$ cat src/pesc_pkg.sv
// Package for the performance event selection and counting block.
package pesc_pkg;

    localparam int PESC_CNT_W = 48;
    localparam int PESC_NUM_PROG = 2;
    localparam int PESC_NUM_FIXED = 3;

    localparam logic [7:0] PESC_EV_QUEUE_REJECT = 8'h31;
    localparam logic [7:0] PESC_EV_CLK_UNHALTED = 8'h3C;
    localparam logic [7:0] PESC_EV_ICACHE = 8'h80;
    localparam logic [7:0] PESC_EV_OFFCORE = 8'hB7;
    localparam logic [7:0] PESC_EV_INST_RETIRED = 8'hC0;

    localparam logic [7:0] PESC_UM_00 = 8'h00;
    localparam logic [7:0] PESC_UM_01 = 8'h01;
    localparam logic [7:0] PESC_UM_02 = 8'h02;
    localparam logic [7:0] PESC_UM_03 = 8'h03;

    localparam int PESC_FIX_INST = 0;
    localparam int PESC_FIX_CORE = 1;
    localparam int PESC_FIX_REF = 2;

    localparam logic [PESC_CNT_W-1:0] PESC_CNT_RST = 48'h0;

    // Reference clock enable divider: reference pulses come at max-frequency rate
    localparam logic [7:0] PESC_REF_DIV_RST = 8'h00;

    typedef struct packed {
        logic       enable;
        logic [7:0] event_num;
        logic [7:0] unit_mask;
    } pesc_sel_t;

    typedef struct packed {
        logic halted;
        logic ref_tick;
        logic fetch_valid;
        logic fetch_hit;
        logic fetch_uncacheable;
        logic miss_start;
        logic retire_last_uop;
        logic rej_full;
        logic rej_ext_full;
        logic rej_fairness;
        logic rej_evict_conflict;
        logic l2_pf_drop;
        logic offcore_match_a;
        logic offcore_match_b;
    } pesc_events_t;

    typedef struct packed {
        logic inst;
        logic core;
        logic refc;
    } pesc_fixed_en_t;

endpackage : pesc_pkg

$ cat src/pesc_counter.sv
// One counter that adds one per qualifying cycle.
`timescale 1ns/1ps
module pesc_counter
    import pesc_pkg::*;
(
    input wire logic sys_clk,
    input wire logic rst_n,
    input wire logic clear,
    input wire logic inc,
    output logic [PESC_CNT_W-1:0] count_q
);

    logic [PESC_CNT_W-1:0] count_d;

    always_comb begin
        count_d = count_q;
        if (clear) begin
            count_d = PESC_CNT_RST;
        end else if (inc) begin
            count_d = count_q + {{(PESC_CNT_W-1){1'b0}}, 1'b1};
        end
    end

    always_ff @(posedge sys_clk or negedge rst_n) begin
        if (!rst_n) begin
            count_q <= PESC_CNT_RST;
        end else begin
            count_q <= count_d;
        end
    end

endmodule : pesc_counter

$ cat src/pesc_top.sv
// Event selection and counting for the core performance monitor.
// Operation
// Event 3CH mask 00H counts every core cycle not halted.
// Fixed counter 1 counts the same unhalted core cycles.
// Event 3CH mask 01H counts reference cycles at maximum-frequency rate.
// Fixed counter 2 counts the same unhalted reference cycles.
// Event 80H mask 01H counts fetches served by the instruction cache.
// Event 80H mask 02H counts fetch misses and uncacheable fetches.
// A fetch miss counts once, not each outstanding cycle.
// Event 80H mask 03H counts every fetch, cacheable or not.
// Event C0H mask 00H counts an instruction at its last micro-op.
// Retired counting continues during interrupts, traps and handlers.
// Fixed counter 0 counts the same retired instructions.
// Event 31H counts demand and first-level prefetch rejects when queue full.
// Queue rejects include external-queue-bound requests refused for fullness.
// Fairness rejects with free space are counted too.
// Dirty evictions conflicting with pending requests may be rejected and counted.
// Dropped second-level prefetches are not counted as rejects.
// Software programs response selection registers before off-core events.
// Second-level misses move from request queue to external queue.
// A counter adds one only when event number and mask both match.
`timescale 1ns/1ps
module pesc_top
    import pesc_pkg::*;
(
    input wire logic sys_clk,
    input wire logic rst_n,
    input wire pesc_sel_t sel_0,
    input wire pesc_sel_t sel_1,
    input wire pesc_fixed_en_t fixed_en,
    input wire logic [PESC_NUM_PROG-1:0] prog_clear,
    input wire logic [PESC_NUM_FIXED-1:0] fixed_clear,
    input wire pesc_events_t events,
    input wire logic l2_miss,
    output logic forward_to_ext_queue_q,
    output logic [PESC_CNT_W-1:0] prog_count_0,
    output logic [PESC_CNT_W-1:0] prog_count_1,
    output logic [PESC_CNT_W-1:0] fixed_count_inst,
    output logic [PESC_CNT_W-1:0] fixed_count_core,
    output logic [PESC_CNT_W-1:0] fixed_count_ref
);

    logic unhalted_core;
    logic unhalted_ref;
    logic fetch_hit_ev;
    logic fetch_miss_ev;
    logic fetch_any_ev;
    logic inst_retired_ev;
    logic queue_reject_ev;
    logic miss_seen_q;
    logic miss_once;
    logic [PESC_NUM_PROG-1:0] prog_inc;
    logic [PESC_NUM_FIXED-1:0] fixed_inc;
    pesc_sel_t sel [PESC_NUM_PROG];
    logic [PESC_CNT_W-1:0] prog_cnt [PESC_NUM_PROG];
    logic [PESC_CNT_W-1:0] fixed_cnt [PESC_NUM_FIXED];

    assign sel[0] = sel_0;
    assign sel[1] = sel_1;

    // Halt comes only from the halt_instruction state
    assign unhalted_core = !events.halted;
    // Reference tick is a fixed-rate enable, independent of core frequency
    assign unhalted_ref = !events.halted && events.ref_tick;

    // Miss input is a level while outstanding; count its leading edge only
    always_ff @(posedge sys_clk or negedge rst_n) begin
        if (!rst_n) begin
            miss_seen_q <= 1'b0;
        end else begin
            miss_seen_q <= events.miss_start;
        end
    end
    assign miss_once = events.miss_start && !miss_seen_q;

    assign fetch_hit_ev = events.fetch_valid && events.fetch_hit
        && !events.fetch_uncacheable;
    assign fetch_miss_ev = miss_once
        || (events.fetch_valid && events.fetch_uncacheable);
    assign fetch_any_ev = events.fetch_valid;

    // Interrupt state is deliberately not an input: nothing suspends this
    assign inst_retired_ev = events.retire_last_uop;

    assign queue_reject_ev = (events.rej_full
        || events.rej_ext_full
        || events.rej_fairness
        || events.rej_evict_conflict)
        && !events.l2_pf_drop;

    // Second-level misses are handed on one cycle later
    always_ff @(posedge sys_clk or negedge rst_n) begin
        if (!rst_n) begin
            forward_to_ext_queue_q <= 1'b0;
        end else begin
            forward_to_ext_queue_q <= l2_miss;
        end
    end

    function automatic logic pesc_match(input pesc_sel_t s,
                                        input logic core_c,
                                        input logic ref_c,
                                        input logic f_hit,
                                        input logic f_miss,
                                        input logic f_any,
                                        input logic ret,
                                        input logic rej,
                                        input logic off_a,
                                        input logic off_b);
        logic m;
        m = 1'b0;
        if (s.enable) begin
            unique case (s.event_num)
                PESC_EV_CLK_UNHALTED: begin
                    if (s.unit_mask == PESC_UM_00) m = core_c;
                    else if (s.unit_mask == PESC_UM_01) m = ref_c;
                end
                PESC_EV_ICACHE: begin
                    if (s.unit_mask == PESC_UM_01) m = f_hit;
                    else if (s.unit_mask == PESC_UM_02) m = f_miss;
                    else if (s.unit_mask == PESC_UM_03) m = f_any;
                end
                PESC_EV_INST_RETIRED: begin
                    if (s.unit_mask == PESC_UM_00) m = ret;
                end
                PESC_EV_QUEUE_REJECT: begin
                    if (s.unit_mask == PESC_UM_00) m = rej;
                end
                PESC_EV_OFFCORE: begin
                    // Match inputs come from the response selection registers
                    if (s.unit_mask == PESC_UM_01) m = off_a;
                    else if (s.unit_mask == PESC_UM_02) m = off_b;
                end
                default: m = 1'b0;
            endcase
        end
        return m;
    endfunction : pesc_match

    genvar gi;
    generate
        for (gi = 0; gi < PESC_NUM_PROG; gi++) begin : g_prog
            assign prog_inc[gi] = pesc_match(sel[gi], unhalted_core, unhalted_ref,
                fetch_hit_ev, fetch_miss_ev, fetch_any_ev, inst_retired_ev,
                queue_reject_ev, events.offcore_match_a,
                events.offcore_match_b);
            pesc_counter u_prog (
                .sys_clk(sys_clk),
                .rst_n(rst_n),
                .clear(prog_clear[gi]),
                .inc(prog_inc[gi]),
                .count_q(prog_cnt[gi])
            );
        end
    endgenerate

    assign fixed_inc[PESC_FIX_INST] = fixed_en.inst && inst_retired_ev;
    assign fixed_inc[PESC_FIX_CORE] = fixed_en.core && unhalted_core;
    assign fixed_inc[PESC_FIX_REF] = fixed_en.refc && unhalted_ref;

    generate
        for (gi = 0; gi < PESC_NUM_FIXED; gi++) begin : g_fixed
            pesc_counter u_fixed (
                .sys_clk(sys_clk),
                .rst_n(rst_n),
                .clear(fixed_clear[gi]),
                .inc(fixed_inc[gi]),
                .count_q(fixed_cnt[gi])
            );
        end
    endgenerate

    assign prog_count_0 = prog_cnt[0];
    assign prog_count_1 = prog_cnt[1];
    assign fixed_count_inst = fixed_cnt[PESC_FIX_INST];
    assign fixed_count_core = fixed_cnt[PESC_FIX_CORE];
    assign fixed_count_ref = fixed_cnt[PESC_FIX_REF];

endmodule : pesc_top

$ cat config.mk
export PLATFORM = sky130hd
export DESIGN_NAME = pesc_top
export DESIGN_NICKNAME = d
export VERILOG_FILES = /design/src/pesc_pkg.sv /design/src/pesc_counter.sv /design/src/pesc_top.sv
export SDC_FILE = /design/constraint.sdc
export NUM_CORES = 1
export LEC_CHECK = 0
export BUFFER_PORTS_ARGS = -buffer_cell sky130_fd_sc_hd__buf_2
export CORE_AREA = 2 2 194 139
export CTS_CLUSTER_SIZE = 16
export DETAILED_ROUTE_END_ITERATION = 16
export DIE_AREA = 0 0 196 141
export PLACE_DENSITY = 0.8
export SLEW_MARGIN = 30
export SYNTH_ARGS = -nofsm -noshare
export SYNTH_HDL_FRONTEND = slang
export SYNTH_SLANG_ARGS = --single-unit
$ cat constraint.sdc
create_clock -name sys_clk -period 2.7 [get_ports sys_clk]
set_clock_uncertainty 0.15 [all_clocks]
set_input_delay 0.135 -clock sys_clk [delete_from_list [all_inputs] [get_ports sys_clk]]
set_output_delay 0.135 -clock sys_clk [all_outputs]
set_load 0.03 [all_outputs]
==> summary.md <==
| Metric | Value |
|---|---|
| Num CTS Buffers | 25 |
| FP Rows | 50 |
| Final min period | about 2.6 ns |
| Area post-placement | roughly 15,000 µm² |
| Post-Syn Instances | around 1,300 |
| Max_slew headroom | around two fifths |
| Most frequent cell on the critical path | or3_1 |
| Max IR drop VDD | approximately 0.41 mV |
| Crit Path Category | reg -> reg |
| CP Capture Type | flop |
| Final setup vio count | 0 |
| H-Tree Depth | 1 |
| Combinational share of power | under 10% |
| Clock Sinks | 242 |
| M3 GR Usage | under 10% |
| Met2 Usage GRT | approximately 39% |
| Overall routing resource usage | 25.6% |
| Syn. warnings | 0 |
| Worst path slowest cell | or4_1 |
| Clock power frac | 46.4% |
| Largest net degree at the start of global routing | 82 |
| Starting Density | 47.8% |
| Fin Hold WS | 0.0150 ns |
| Iteration-0 DRC Markers | between 800 and 900 |
| CP cell instances | and3_1 -> nand4_1 -> or4_1 -> or3_1 -> or3_1 -> a21oi_1 |
| Final hold vios | 0 |
| Proportion of layout cells with a drive suffix above 1 | around a quarter |
| Total chip power | about 7.3 mW |
| TritonCTS clock tree | yes |
| Worst Path Arrival | 2.85 ns |
| Antenna violations before repair | 1 |
| Nets | roughly 1,800 |
| Drt wl/cell | ~18 µm |
| Mapped Area | 12,500 µm² |
| Worst path bufs/invs | 0 |
| Die height | 141 µm |
| Die X | ~200 µm |
| Peak Freq | approximately 400 MHz |
| Global route overflow | 0 |
| Register area share after synthesis | between 40% and 50% |
| #FFs+latches synth | ~240 |
| DRC | 0 |
| Total Wirelength | about 36,000 µm |
| Post-DP HPWL | approximately 26,000 µm |
| Pint | ~5.6 mW |
| Vias per cell | 5.73 |
| Netlist cell types | 53 |
| First-pass GRT wire length | a little under 60,000 µm |
| EDFF count, synth | 0 |
| Top Usage Layer GRT | met2 |
| Top_reg_cell synth | dfrtp_1 |
| Port bufs | 299 |
| Design area | between 15,000 and 20,000 µm² |
| # IOs | 300 |
| Max cap viols | 0 |
| CP max FO | 5 |
| Leakage | between 7 and 8 nW |
| Fillers | ~2,200 |
| Synth top area cells | dfrtp_1, xor2_1, nor2_1 |
| Unrepaired setup endpoints after global routing | no |
| Clock Latency Late Sink | roughly 0.52 ns |
| Outcome | complete, no violations |
| Met1 Use GR | 38.4% |
| Core area | around 26,000 µm² |
| Vias in the first global route | between 10,000 and 15,000 |
| Worst-Margin Slew | around 0.93 ns |
| Synth-to-layout area growth | 26.4% |
| Clock Pin Slew Worst Setup and Hold Paths | around 0.06 ns |
| Asr flop ratio synth | 100% |
| Max Buffers Root-to-Sink | 3 |
| ANT nets after route | 0 |
| Top cell type's share of synthesized area | between 40% and 50% |
| Critical path required time | about 3.0 ns |
| Post-Syn Nets | 1,395 |
| Routed vias | 11,800 |
| GP Congestion | a little over 0.9 |
| TritonRoute pass-1 iters | 6 |
| Final slew viol count | 0 |
| Net Sw Frac | a little under a quarter |
| Seq pwr share | between 40 and 50% |
| Avg Inst Size Synth | between 9 and 10 µm² |
| Area leader, netlist | dfrtp_1 |
| CTS root buf | clkbuf_16 |
| Die area | between 20,000 and 30,000 µm² |
| Critical Path Max Stage Delay | about 0.61 ns |
| CP delay by family, top | simple AND/OR/NAND/NOR gates |
| Pwr dens | 465 nW/µm² |
| Period utilisation layout | between 90% and 100% |
| Psw | between 1.5 and 2 mW |
| Worst hold path class | in -> reg |
| Startpoint Class | flop |
[placed cells by master, fill, tap and decap left out, types with 5 or more instances in the layout]
cell,synthesis,routed
dlygate4sd3_1,0,10
nor3_1,20,19
nand3_1,101,100
nor4_1,10,8
a211oi_1,9,8
buf_2,2,298
nor2b_1,10,10
nor2_1,231,229
or4_1,7,5
o21ai_0,42,42
ha_1,5,5
clkinv_2,0,11
nand2b_1,6,6
or3_1,37,37
or2_2,5,5
nand4_1,64,64
and3_1,42,42
buf_4,1,74
dfrtp_1,242,239
clkbuf_16,0,25
and4_1,25,25
nand3b_1,8,8
nand2_1,88,87
a2111oi_0,9,8
and2_1,10,10
xor2_1,116,116
inv_1,18,18
xnor2_1,72,72
clkbuf_8,0,5
a21oi_1,54,54
[worst paths after layout]
| check | endpoint | cells after the start | slack [ns] | start |
|---|---|---|---|---|
| max | g_fixed[2].u_fixed.count_q[45] | 6 | 0.13 | g_fixed[2].u_fixed.count_q[20] |
| min | g_fixed[1].u_fixed.count_q[5] | 5 | 0.01 | events[13] |
| max reg2reg | g_fixed[2].u_fixed.count_q[45] | 6 | 0.13 | g_fixed[2].u_fixed.count_q[20] |
| min reg2reg | g_fixed[1].u_fixed.count_q[47] | 2 | 0.40 | g_fixed[1].u_fixed.count_q[47] |
| max in group asynchronous | g_fixed[1].u_fixed.count_q[9] | 3 | 1.48 | rst_n |
| min in group asynchronous | g_fixed[0].u_fixed.count_q[33] | 2 | 0.05 | rst_n |
[state kept, by name (all words and copies together), names as in the netlist]
register                 flops
forward_to_ext_queue_q       1
g_fixed.u_fixed.count_q    144
g_prog.u_prog.count_q       96
miss_seen_q                  1
[kinds of logic (layout without fill, tap and decap cells)]
| kind of cell | count (synthesis) | in the layout | share of synthesized area, % |
|---|---|---|---|
| fa+ha+maj | 5 | 5 | 0.502 |
| buf+inv | 64 | 447 | 1.98 |
| simple gates | 689 | 689 | 28.3 |
| flops | 242 | 242 | 48.6 |
| mux | 4 | 4 | 0.332 |
| compound gates | 139 | 139 | 7.02 |
| xor+xnor | 188 | 188 | 13.2 |
| other cells | 0 | 1 | 0 |
[cell type report]
type | count | area [µm²] | share of cell area [%]
antenna | 1 | 2.50 | 0.0159
inverter | 18 | 67.6 | 0.429
clock inverter | 13 | 93.8 | 0.596
clock buffer | 32 | 702 | 4.46
tap | 338 | 423 | 2.69
multi-input combinational | 1025 | 6210 | 39.5
timing repair buffer | 384 | 2180 | 13.9
sequential | 242 | 6060 | 38.5
[layer usage]
layer,up-vias,wire (µm)
met5,-,0
met4,0,733
met3,56,2630
met2,446,16300
met1,5851,16800
li1,5412,-
[tightest hold or removal path, cell delays in order]
cell and delay (ns):
buf_2 0.17, nor3b_1 0.10, nand3_1 0.09, xor2_1 0.07, nor2_1 0.07
[repair_timing]
item,in CTS,in global routing
gates resized for setup,0,13
setup buffers,0,0
endpoints found under the setup margin,0,19
endpoints found under the hold margin,170,0
hold buffers,10,0
[stage by stage]
step / worst slack, ns / utilization, % / TNS (ns) / cells
finish: 0.127 / 60.5 / 0 / 2053
global route: 0.00396 / 60.5 / 0 / 2053
CTS: 0.0841 / 60.3 / 0 / 2052
detailed placement: -0.194 / 56.8 / -5.86 / 1997
global placement: -0.194 / 56.8 / -3.20 / 1997
floorplan: 0.0118 / - / 0 / 1331
[Yosys cell counts, types with 3 or more instances]
library cell  count
a211o_1           3
a2111oi_0         9
or4_1             7
dfrtp_1         242
ha_1              5
and2_1           10
inv_1            18
nor2_1          231
and3_1           42
nor4b_1           4
mux2i_1           3
and4_1           25
xor2_1          116
nand4b_1          4
nand3_1         101
o211ai_1          4
nand4_1          64
or3_1            37
nor2b_1          10
xnor2_1          72
nand2_1          88
nor4_1           10
a21oi_1          54
a211oi_1          9
clkbuf_1         43
nor4bb_1          3
nand2b_1          6
nand3b_1          8
or2_2             5
nor3b_1           5
a31o_2            4
o21ai_0          42
nor3_1           20
[power groups by stage]
| stage | Combinational (mW) | Sequential [mW] | Clock (mW) |
|---|---|---|---|
| finish | 0.283 | 3.64 | 3.39 |
| floorplan | 0.0821 | 3.72 | 0 |
| global placement | 0.269 | 3.71 | 0 |
| global route | 0.312 | 3.64 | 3.60 |
| CTS | 0.284 | 3.64 | 3.47 |
| detailed placement | 0.273 | 3.71 | 0 |
Power figures use the tool's default switching activity.
